`config.mk`:
```
export PLATFORM = sky130hd
export DESIGN_NAME = serial_readback_limit_alert
export DESIGN_NICKNAME = d
export VERILOG_FILES = /design/src/rtl/readback_alert_pkg.sv /design/src/rtl/alert_event_latch.sv /design/src/rtl/serial_readback_limit_alert.sv
export SDC_FILE = /design/constraint.sdc
export NUM_CORES = 1
export LEC_CHECK = 0
export BUFFER_PORTS_ARGS = -buffer_cell sky130_fd_sc_hd__buf_4
export CORE_MARGIN = 2
export CORE_UTILIZATION = 53
export DETAILED_ROUTE_END_ITERATION = 8
export GPL_TIMING_DRIVEN = 1
export PLACE_DENSITY_LB_ADDON = 0.12
export SLEW_MARGIN = 15
export SYNTH_ARGS = -nofsm -noshare
export SYNTH_HDL_FRONTEND = slang
export SYNTH_HIERARCHICAL = 1
export SYNTH_SLANG_ARGS = --single-unit
```
`constraint.sdc`:
```
create_clock -name clk -period 0.85 [get_ports clk]
set_input_delay 0.17 -clock clk [delete_from_list [all_inputs] [get_ports clk]]
set_output_delay 0.17 -clock clk [all_outputs]
set_load 0.01 [all_outputs]
```
`src/rtl/readback_alert_pkg.sv`:
```
package readback_alert_pkg;
    localparam logic [7:0] cmd_write = 8'h90;
    localparam logic [7:0] cmd_read = 8'h91;
    localparam logic [5:0] ptr_first = 6'h00;
    localparam logic [5:0] ptr_last = 6'h3f;
    localparam logic [3:0] bits_per_byte = 4'h8;
    localparam int n_events = 7;
    localparam logic [2:0] alert_polarity_bit = 3'h6;
    localparam logic [2:0] alert_disable_bit = 3'h5;
    localparam logic [7:0] ctrl1_reset = 8'h00;
    localparam logic [6:0] ara_address = 7'h0c;
endpackage : readback_alert_pkg

```
`src/rtl/alert_event_latch.sv`:
```
`timescale 1ns/100ps
// one sticky event flag, released only after a read and a return within limits
module alert_event_latch (
    input wire logic clk, // system clock
    input wire logic rst_n, // synchronised reset
    input wire logic out_of_limit, // live comparison result
    input wire logic status_read, // status register read pulse
    output logic flag // sticky event flag
);
    typedef struct packed {
        logic flag;
        logic seen_read;
    } latch_state_t;
    latch_state_t s_r, s_nxt;

    always_comb begin
        s_nxt = s_r;
        if (status_read && s_r.flag) begin
            s_nxt.seen_read = 1'b1;
        end
        if (s_r.flag && (s_r.seen_read || status_read) && !out_of_limit) begin
            s_nxt.flag = 1'b0;
            s_nxt.seen_read = 1'b0;
        end
        // a new excursion wins over a clear in the same cycle
        if (out_of_limit) begin
            s_nxt.flag = 1'b1;
        end
    end

    always_ff @(posedge clk or negedge rst_n) begin
        if (!rst_n) begin
            s_r <= '0;
        end else begin
            s_r <= s_nxt;
        end
    end

    assign flag = s_r.flag;

    property p_event_sets;
        @(posedge clk) disable iff (!rst_n) out_of_limit |=> flag;
    endproperty
    a_event_sets: assert property (p_event_sets) else $error("event not latched");

    property p_hold_until_read;
        @(posedge clk) disable iff (!rst_n)
            (flag && !status_read && !s_r.seen_read) |=> flag;
    endproperty
    a_hold_until_read: assert property (p_hold_until_read) else $error("flag lost w/o read");
endmodule : alert_event_latch

```
`src/rtl/serial_readback_limit_alert.sv`:
```
`timescale 1ns/100ps
module serial_readback_limit_alert
    import readback_alert_pkg::*;
(
    input wire logic clk, // 10 mhz system clock
    input wire logic nrst, // async reset, active low
    input wire logic sclk, // serial clock from host
    input wire logic cs_n, // chip select, active low
    input wire logic din, // serial data in
    output logic dout, // serial data out
    output logic dout_oe, // dout driven when high
    output logic [5:0] reg_addr, // register being fetched
    input wire logic [7:0] reg_rdata, // register contents at reg_addr
    input wire logic [7:0] ctrl1, // control configuration 1
    input wire logic [n_events-1:0] out_of_limit, // live limit comparisons
    input wire logic [n_events-1:0] status_read, // status read pulses per event
    input wire logic two_wire_sel, // two-wire bus interface selected
    input wire logic ara_answered, // response to ara sent, one pulse
    input wire logic ara_lost, // arbitration lost during ara answer
    input wire logic [6:0] bus_address, // own two-wire address
    output logic [7:0] ara_byte, // byte returned to ara read
    output logic [n_events-1:0] event_status, // sticky event flags
    output logic alert_out, // alert pin drive level
    output logic alert_oe // alert pin pulled low when high
);
    typedef enum {st_idle, st_cmd, st_addr, st_read, st_skip} phase_t;

    typedef struct packed {
        logic [1:0] rst_sync;
        logic [2:0] sclk_s;
        logic [1:0] cs_s;
        logic [1:0] din_s;
        phase_t phase;
        logic [3:0] cnt;
        logic [7:0] shreg;
        logic [5:0] ptr;
        logic dout;
        logic dout_oe;
        logic alert_pend;
        logic alert_out;
        logic alert_oe;
        logic [7:0] ara_byte;
        logic [n_events-1:0] status;
    } top_state_t;

    top_state_t s_r, s_nxt;
    logic rst_n;
    logic [n_events-1:0] flags;
    logic sclk_rise, sclk_fall, cs_n_q, any_flag, asserted;

    function automatic logic [5:0] ptr_next(input logic [5:0] p);
        ptr_next = (p == ptr_last) ? ptr_first : p + 6'h01;
    endfunction : ptr_next

    assign rst_n = s_r.rst_sync[1];

    ////////////////////////////////////////////////////////////////////
    genvar gi;
    generate
        for (gi = 0; gi < n_events; gi++) begin : g_ev
            alert_event_latch u_latch (
                .clk(clk),
                .rst_n(rst_n),
                .out_of_limit(out_of_limit[gi]),
                .status_read(status_read[gi]),
                .flag(flags[gi])
            );
        end
    endgenerate

    ////////////////////////////////////////////////////////////////////
    // only the second and third synchroniser stages feed edge detection
    assign sclk_rise = s_r.sclk_s[1] && !s_r.sclk_s[2];
    assign sclk_fall = !s_r.sclk_s[1] && s_r.sclk_s[2];
    assign cs_n_q = s_r.cs_s[1];
    assign any_flag = |flags;

    always_comb begin
        s_nxt = s_r;
        s_nxt.rst_sync = {s_r.rst_sync[0], 1'b1};
        s_nxt.sclk_s = {s_r.sclk_s[1:0], sclk};
        s_nxt.cs_s = {s_r.cs_s[0], cs_n};
        s_nxt.din_s = {s_r.din_s[0], din};
        s_nxt.status = flags;
        if (cs_n_q) begin
            s_nxt.phase = st_idle;
            s_nxt.dout_oe = 1'b0;
            s_nxt.dout = 1'b0;
        end else begin
            case (s_r.phase)
                st_idle: begin
                    // a start is only seen on the falling select edge
                    s_nxt.phase = st_cmd;
                    s_nxt.cnt = 4'h0;
                    s_nxt.dout_oe = 1'b1;
                end
                st_cmd, st_addr: begin
                    if (sclk_rise) begin
                        s_nxt.shreg = {s_r.shreg[6:0], s_r.din_s[1]};
                        s_nxt.cnt = s_r.cnt + 4'h1;
                        if (s_r.cnt == bits_per_byte - 4'h1) begin
                            s_nxt.cnt = 4'h0;
                            if (s_r.phase == st_addr) begin
                                s_nxt.ptr = {s_r.shreg[4:0], s_r.din_s[1]};
                                s_nxt.phase = st_skip;
                            end else if ({s_r.shreg[6:0], s_r.din_s[1]} == cmd_read) begin
                                s_nxt.phase = st_read;
                                s_nxt.shreg = reg_rdata;
                            end else if ({s_r.shreg[6:0], s_r.din_s[1]} == cmd_write) begin
                                s_nxt.phase = st_addr;
                            end else begin
                                s_nxt.phase = st_skip;
                            end
                        end
                    end
                end
                st_read: begin
                    if (sclk_fall) begin
                        s_nxt.dout = s_r.shreg[7];
                        s_nxt.shreg = {s_r.shreg[6:0], 1'b0};
                        s_nxt.cnt = s_r.cnt + 4'h1;
                        if (s_r.cnt == bits_per_byte - 4'h1) begin
                            s_nxt.cnt = 4'h0;
                            s_nxt.ptr = ptr_next(s_r.ptr);
                        end
                    end
                    // reload after the last bit went out, before the next falling edge
                    if (sclk_rise && s_r.cnt == 4'h0) begin
                        s_nxt.shreg = reg_rdata;
                    end
                end
                st_skip: begin
                    s_nxt.phase = st_skip;
                end
                default: begin
                    s_nxt.phase = st_idle;
                end
            endcase
        end
        // alert level: pending until the latches have cleared and, in two-wire mode only, the ara is answered
        if (any_flag) begin
            s_nxt.alert_pend = 1'b1;
        end else if (!two_wire_sel || ara_answered || !s_r.alert_pend) begin
            s_nxt.alert_pend = 1'b0;
        end
        if (two_wire_sel && ara_lost) begin
            s_nxt.alert_pend = 1'b1;
        end
        s_nxt.ara_byte = {bus_address, 1'b1};
        // open drain: active low pulls, active high releases when asserted
        s_nxt.alert_out = 1'b0;
        if (ctrl1[alert_disable_bit]) begin
            s_nxt.alert_oe = 1'b0;
        end else if (ctrl1[alert_polarity_bit] && !two_wire_sel) begin
            s_nxt.alert_oe = !s_nxt.alert_pend;
        end else begin
            s_nxt.alert_oe = s_nxt.alert_pend;
        end
    end

    assign asserted = s_r.alert_pend;

    always_ff @(posedge clk or negedge nrst) begin
        if (!nrst) begin
            s_r <= '0;
            s_r.ptr <= ptr_first;
            s_r.phase <= st_idle;
            s_r.cs_s <= 2'h3;
            // sclk idles high: a cleared history would fake a rising edge after reset
            s_r.sclk_s <= 3'h7;
        end else begin
            s_r <= s_nxt;
        end
    end

    assign dout = s_r.dout;
    assign dout_oe = s_r.dout_oe;
    assign reg_addr = s_r.ptr;
    assign ara_byte = s_r.ara_byte;
    assign event_status = s_r.status;
    assign alert_out = s_r.alert_out;
    assign alert_oe = s_r.alert_oe;

    ////////////////////////////////////////////////////////////////////
    property p_float_deselected;
        @(posedge clk) disable iff (!rst_n) cs_n_q |=> !dout_oe;
    endproperty
    a_float_deselected: assert property (p_float_deselected) else $error("dout driven");

    property p_dout_on_fall;
        @(posedge clk) disable iff (!rst_n)
            (!sclk_fall && !cs_n_q) |=> $stable(dout);
    endproperty
    a_dout_on_fall: assert property (p_dout_on_fall) else $error("dout moved off fall");

    property p_ptr_wrap;
        @(posedge clk) disable iff (!rst_n)
            (s_r.phase == st_read && sclk_fall && s_r.cnt == 4'h7 && !cs_n_q
             && s_r.ptr == ptr_last) |=> reg_addr == ptr_first;
    endproperty
    a_ptr_wrap: assert property (p_ptr_wrap) else $error("pointer wrap wrong");

    property p_disable;
        @(posedge clk) disable iff (!rst_n) ctrl1[alert_disable_bit] |=> !alert_oe;
    endproperty
    a_disable: assert property (p_disable) else $error("alert not disabled");

    property p_active_low;
        @(posedge clk) disable iff (!rst_n)
            (!ctrl1[alert_disable_bit] && !ctrl1[alert_polarity_bit] && any_flag)
            |=> alert_oe && !alert_out;
    endproperty
    a_active_low: assert property (p_active_low) else $error("alert not pulled");

    property p_ara_byte;
        @(posedge clk) disable iff (!rst_n) ##1 ara_byte == {$past(bus_address), 1'b1};
    endproperty
    a_ara_byte: assert property (p_ara_byte) else $error("ara byte wrong");

    property p_hold_unanswered;
        @(posedge clk) disable iff (!rst_n)
            (two_wire_sel && asserted && !ara_answered) |=> asserted;
    endproperty
    a_hold_unanswered: assert property (p_hold_unanswered) else $error("released early");

    property p_status_mirror;
        @(posedge clk) disable iff (!rst_n) ##1 event_status == $past(flags);
    endproperty
    a_status_mirror: assert property (p_status_mirror) else $error("status mismatch");
endmodule : serial_readback_limit_alert

```
==> flow_summary.json, run 1 <==
{
  "drv_slew": 0,
  "post-route-period-util": 2.02,
  "grt_pass1_wl_um": 13400,
  "first_global_vias": 2882,
  "r2r-start": "s_r[35]",
  "cts_made_buffers": 9,
  "setup_viol": 49,
  "status": "complete, but fails checks",
  "ir_drop_mv": 1.37,
  "ys_ff_latch": 62,
  "clock_sinks": 62,
  "dp_hpwl_um": 5260,
  "worst_ep_arrival_time_ns": 1.95,
  "route.detailed.vias_per_inst": 5.53,
  "cts-htree-levels": 3,
  "skew_ns": 0.00949,
  "insertion_delay_ns": 0.35,
  "cts_tree": "done",
  "min_period_ns": 1.71,
  "coreArea_mm2": 0.00547,
  "first_pass_iters": 6,
  "worst_ep_required_time_ns": 1.09,
  "portBuffers": 62,
  "drt-initial-drc-count": 230,
  "layout_commonest_cell": "buf_4",
  "drc": 0,
  "critPathMaxStageDelay_ns": 0.40,
  "syn2layout_area_growth_pct": 58.7,
  "gp_congestion": 0.866,
  "criticalPathCategory": "flop to flop",
  "antenna-diode-count": 0,
  "min_path_type": "input pin to flop",
  "drive_gt1_frac": 0.536,
  "holdPathEnd": "g_ev[2].u_latch/flag",
  "final.setup.tns_ns": -21.29,
  "finalHoldViolations": 0,
  "synthArstFlopShare": 1.00,
  "cp-end-kind": "flop",
  "antenna_found_initial": 0,
  "layout_setup_ws_ns": -0.865,
  "synth.area.top_cells": "dfrtp_1 (48%), buf_4 (5.6%), a21oi_1 (5.2%)",
  "grt-ovfl-total": 0,
  "leakage_uw": 0.00213,
  "dp.cells": 461,
  "initial_core_util": 0.542,
  "nets": 476,
  "start_kind": "flop",
  "antenna_left": 0,
  "drt-total-wl_um": 8730,
  "r2r_cells": 7,
  "ys_warn_count": 6,
  "grtUsageTotal": 0.283,
  "ys.flop_type": "dfrtp_1",
  "path_cells": "inv_1, ha_2, nor4b_4, nand3b_1, a211oi_2, or3_1, a21oi_1",
  "cts_root_buf": "clkbuf_8",
  "synth_cells": 295,
  "stdcell_count": 505,
  "hold_depth": 2,
  "final_cell_mix": "buf_4 (94), dfrtp_1 (54), buf_6 (42), inv_1 (20), nor2_1 (19)",
  "ys_seq_area_frac": 0.525,
  "synth_area_mm2": 0.00297,
  "die_y_um": 78.8,
  "clkTransAtPathRegs_ns": 0.08,
  "dieArea_mm2": 0.00621,
  "chipWidth_um": 78.8,
  "synth.distinct_cells": 50,
  "regToRegEndpoint": "s_r[31]",
  "grt_setup_unrepaired": "yes",
  "hold_start": "status_read[2]",
  "pin_count": 70,
  "num_rows": 27,
  "drv_cap": 0,
  "netlist.area_leader.share": 0.481,
  "slowest_stage": "dfrtp_1",
  "r2r_setup_slack_ns": -0.86,
  "vias": 2791,
  "post_drt_wl_per_cell_um": 17.3,
  "power_density_mw_per_mm2": 1730,
  "syn_nets": 343,
  "grt_max_degree": 20,
  "yosysTopAreaCell": "dfrtp_1",
  "max-clock-path-buffers": 2,
  "crit_fanout": 4,
  "fmax_mhz": 583,
  "syn_avg_cell_area_um2": 10.1,
  "violations": "setup timing",
  "synth_edf_count": 0,
  "utilization": 0.861
}
-- worst max-delay path: cells and delay by family (launching register included) --
kind                     cells  cell delay (ns)
AO/OA/AOI/OAI                2             0.32
AND/OR/NAND/NOR              3             0.63
flip-flops                   1             0.40
buffers and inverters        1             0.07
adder cells (fa/ha/maj)      1             0.19
-- cell usage after synthesis (4+ instances only) --
cell type	number
inv_1	22
buf_4	22
or3_1	5
nor3_1	14
o31ai_2	8
nand2_1	13
o211ai_1	4
o21ai_0	22
a21oi_1	31
nor2_1	23
nor2b_1	5
dfstp_2	5
nand3_1	7
a211oi_1	4
dfrtp_1	57
-- area by class of cell --
cell class | count | area, µm²
Multi-Input combinational cell | 183 | 1410
Timing Repair Buffer | 150 | 1340
Fill cell | 261 | 762
Inverter | 22 | 82.6
Clock buffer | 11 | 151
Tap cell | 72 | 90.1
Clock inverter | 5 | 81.3
Sequential cell | 62 | 1560
-- worst max path at each step --
stage | startpoint | to
5_1_grt | s_nxt[76] | s_r[37]
4_1_cts | s_r[76] | s_r[32]
6_report | s_r[35] | s_r[31]
2_1_floorplan | s_r[76] | s_r[32]
3_5_place_dp | s_r[34] | s_r[28]
3_3_place_gp | s_r[76] | reg_addr[2]
-- stage by stage --
stage                     setup WS, ns  power (µW)  instance area [µm²]  hold slack [ns]
final                           -0.865        8170                 4710           0.0151
after global routing            -0.953        8460                 4710          0.00431
after CTS                       -0.774        7940                 4460          0.00171
after detailed placement        -0.802        4790                 3830           0.0468
after global placement          -0.749        4730                 3830           0.0507
after floorplan                 -0.666        4080                 3020           -0.126
-- per-layer routing --
layer	wire, µm	vias to the layer above	track usage	part of all wire
li1	-	1280	-	-
met1	3270	1344	0.324	0.37
met2	4570	138	0.491	0.52
met3	620	29	0.0739	0.071
met4	265	0	0.138	0.030
met5	0	-	0	0
-- registers in the layout (all words and copies together), names as in the netlist --
name               cells
s_nxt                  4
asserted               1
dout_oe                1
g_ev.u_latch/s_r       7
g_ev.u_latch/flag      7
rst_n                  1
dout                   1
ara_byte               8
alert_oe               1
reg_addr               6
s_r                   17
cs_n_q                 1
event_status           7
-- report_power, final --
group	leakage (µW)	switching (µW)	internal [µW]
clock	0.000116	1230	1810
combinational	0.00129	768	891
sequential	0.000726	227	3240
total	0.00213	2230	5940
-- timing repair --
item | in CTS | in global routing
resized for setup | 55 | 61
gates cloned | 2 | 0
hold buffers | 12 | 0
hold endpoints to repair | 54 | 0
endpoints found under the setup margin | 51 | 60
buffers inserted | 8 | 9
pin swaps | 14 | 19
-- logic make-up (layout without fill, tap and decap cells) --
group,after synthesis,in the layout,synth area share
xor gates and xnor gates,2,2,0.00590
buffers and inverters,51,188,0.0987
AOI/OAI and AO/OA,84,85,0.190
other,2,2,0.00253
adders and majority gates,3,3,0.0126
and+or+nand+nor,91,91,0.166
DFF,62,62,0.525
No activity file was read; power rests on OpenSTA's default activity.
==> run 2: changes to the inputs <==
Settings changed: CORE_UTILIZATION 53 to 48.
Clock period 0.85 ns to 1.4 ns, I/O delays scaled along.
==> run 2 against run 1 <==
Effect of this change:
- the run still ends with setup timing left
- fmax grew 3.0%
- sequential power down 40%
- clock-buffer cell count is 2 higher
- non-clock buffer count shrank 34
- clock skew is 0.0035 ns lower
- core utilization shrank 16 points
==> flow_summary.json, run 2 (synthesized netlist as in run 1, its figures left out) <==
{
  "regToRegEndpoint": "s_r[37]",
  "drv_slew": 0,
  "route.detailed.vias_per_inst": 5.37,
  "cts_made_buffers": 9,
  "internal_power_uw": 3350,
  "min_period_ns": 1.66,
  "layout_commonest_cell": "buf_4",
  "hold_start": "din",
  "met2_usage": 0.357,
  "ir_drop_mv": 0.788,
  "insertion_delay_ns": 0.34,
  "cp-end-kind": "flop",
  "holdPathEnd": "s_nxt[71]",
  "total_power_uw": 4550,
  "power_density_mw_per_mm2": 1100,
  "antenna_found_initial": 0,
  "antenna_left": 0,
  "coreArea_mm2": 0.00596,
  "worstMarginPinSlew_ns": 0.593,
  "start_kind": "flop",
  "r2r_setup_slack_ns": -0.26,
  "clock_sinks": 62,
  "fillerInstances": 488,
  "num_rows": 28,
  "setup_viol": 20,
  "antenna-diode-count": 0,
  "utilization": 0.697,
  "dieArea_mm2": 0.00683,
  "switching_power_uw": 1200,
  "drt-total-wl_um": 6920,
  "pre_cts_ws_ns": -0.295,
  "final_cell_mix": "buf_4 (109), dfrtp_1 (54), a21oi_1 (26), inv_1 (20), nor2_1 (19)",
  "drive_gt1_frac": 0.476,
  "worst_ep_arrival_time_ns": 1.92,
  "grt_setup_unrepaired": "yes",
  "cts_tree": "done",
  "max-clock-path-buffers": 2,
  "criticalPathCategory": "flop to flop",
  "drv_cap": 0,
  "skew_ns": 0.00599,
  "final.setup.tns_ns": -3.98,
  "grtUsageTotal": 0.217,
  "clkPwrFrac": 0.350,
  "regMostFlops": "s_r",
  "stdcell_count": 474,
  "grt_max_degree": 26,
  "min_path_type": "input pin to flop",
  "cts-htree-levels": 3,
  "dp.cells": 445,
  "violations": "setup timing",
  "nets": 442,
  "finalHoldViolations": 0,
  "hold_depth": 1,
  "post_drt_wl_per_cell_um": 14.6,
  "largest_reg_flops": 17,
  "max_slew_margin": 0.604,
  "syn2layout_area_growth_pct": 40.0,
  "power_frac_comb": 0.191,
  "cts_root_buf": "clkbuf_8",
  "drt-initial-drc-count": 112,
  "fmax_mhz": 601,
  "portBuffers": 62,
  "post-route-period-util": 1.19,
  "r2r_cells": 5,
  "grt.met3_usage": 0.0446,
  "switching_share": 0.265,
  "vias": 2544,
  "dp_hpwl_um": 4860,
  "grt-busiest-layer": "met2",
  "die_y_um": 82.6,
  "grt_pass1_wl_um": 10900,
  "drc": 0,
  "pin_count": 70,
  "initial_core_util": 0.498,
  "worst_ep_required_time_ns": 1.65,
  "use_met1": 0.273,
  "first_global_vias": 2402,
  "clkTransAtPathRegs_ns": 0.07,
  "leakage_uw": 0.00189,
  "grt-ovfl-total": 0,
  "gp_congestion": 0.825,
  "chipWidth_um": 82.6,
  "layout_setup_ws_ns": -0.264,
  "status": "complete, but fails checks",
  "first_pass_iters": 4,
  "seqPwrFrac": 0.459,
  "crit_fanout": 5,
  "r2r-start": "s_r[34]"
}
==> run 2: changes by cell type in the layout (fill, tap and decap cells not counted), sizes merged <==
| cell | change |
|---|---|
| clkinv | -1 |
| clkbuf | +2 |
| buf | -23 |
| bufinv | -1 |
| dlygate4sd3 | -11 |
==> run 2: worst max-delay path: stages (launching register included) <==
cell	delay, ns
dfrtp_1	0.40
buf_4	0.14
ha_2	0.18
and3b_2	0.26
or3_4	0.43
o31ai_4	0.17
==> run 2: worst max path at each step <==
stage	start	endpoint	slack [ns]	depth (start not counted)
after floorplan	s_r[76]	s_r[32]	-0.12	5
after global placement	s_r[38]	s_r[26]	-0.24	5
after detailed placement	s_r[38]	s_r[30]	-0.30	5
after CTS	s_r[76]	s_r[31]	-0.23	5
after global routing	s_r[76]	reg_addr[0]	-0.35	8
final	s_r[34]	s_r[37]	-0.26	5
==> run 2: layout make-up <==
type                    instances  area [µm²]  share of cell area
clock buffers                  13         159              0.0383
clock inverters                 3        42.5              0.0102
inverters                      22        82.6              0.0199
multi-input cells             183        1310               0.315
flip-flops and latches         62        1560               0.376
well taps                      75        93.8              0.0226
repair buffers                116         905               0.218
==> run 2: power groups by stage <==
| stage | Combinational, µW | Clock (µW) | Sequential [µW] |
|---|---|---|---|
| finish | 869 | 1590 | 2090 |
| detailed placement | 754 | 0 | 2120 |
| global route | 944 | 1700 | 2110 |
| global placement | 731 | 0 | 2110 |
| floorplan | 355 | 0 | 2120 |
| CTS | 802 | 1630 | 2080 |
==> run 2: per-layer routing <==
| metal | wire (µm) | share of wire |
|---|---|---|
| met1 | 3080 | 0.45 |
| met2 | 3430 | 0.50 |
| met3 | 260 | 0.038 |
| met4 | 148 | 0.021 |
| met5 | 0 | 0 |
==> run 2: stage by stage <==
stage / cell area [µm²] / hold slack (ns)
after floorplan: 3010 / -0.0156
after global placement: 3680 / 0.211
after detailed placement: 3680 / 0.211
after CTS: 4020 / 0.0274
after global routing: 4150 / 0.0270
final: 4150 / 0.0404
==> run 2: timing repair <==
item | in CTS | in global routing
setup endpoints to repair | 21 | 22
endpoints found under the hold margin | 21 | 0
cloned | 1 | 0
hold buffers | 1 | 0
setup buffers | 6 | 5
gates resized for setup | 26 | 28
pin swaps | 10 | 13
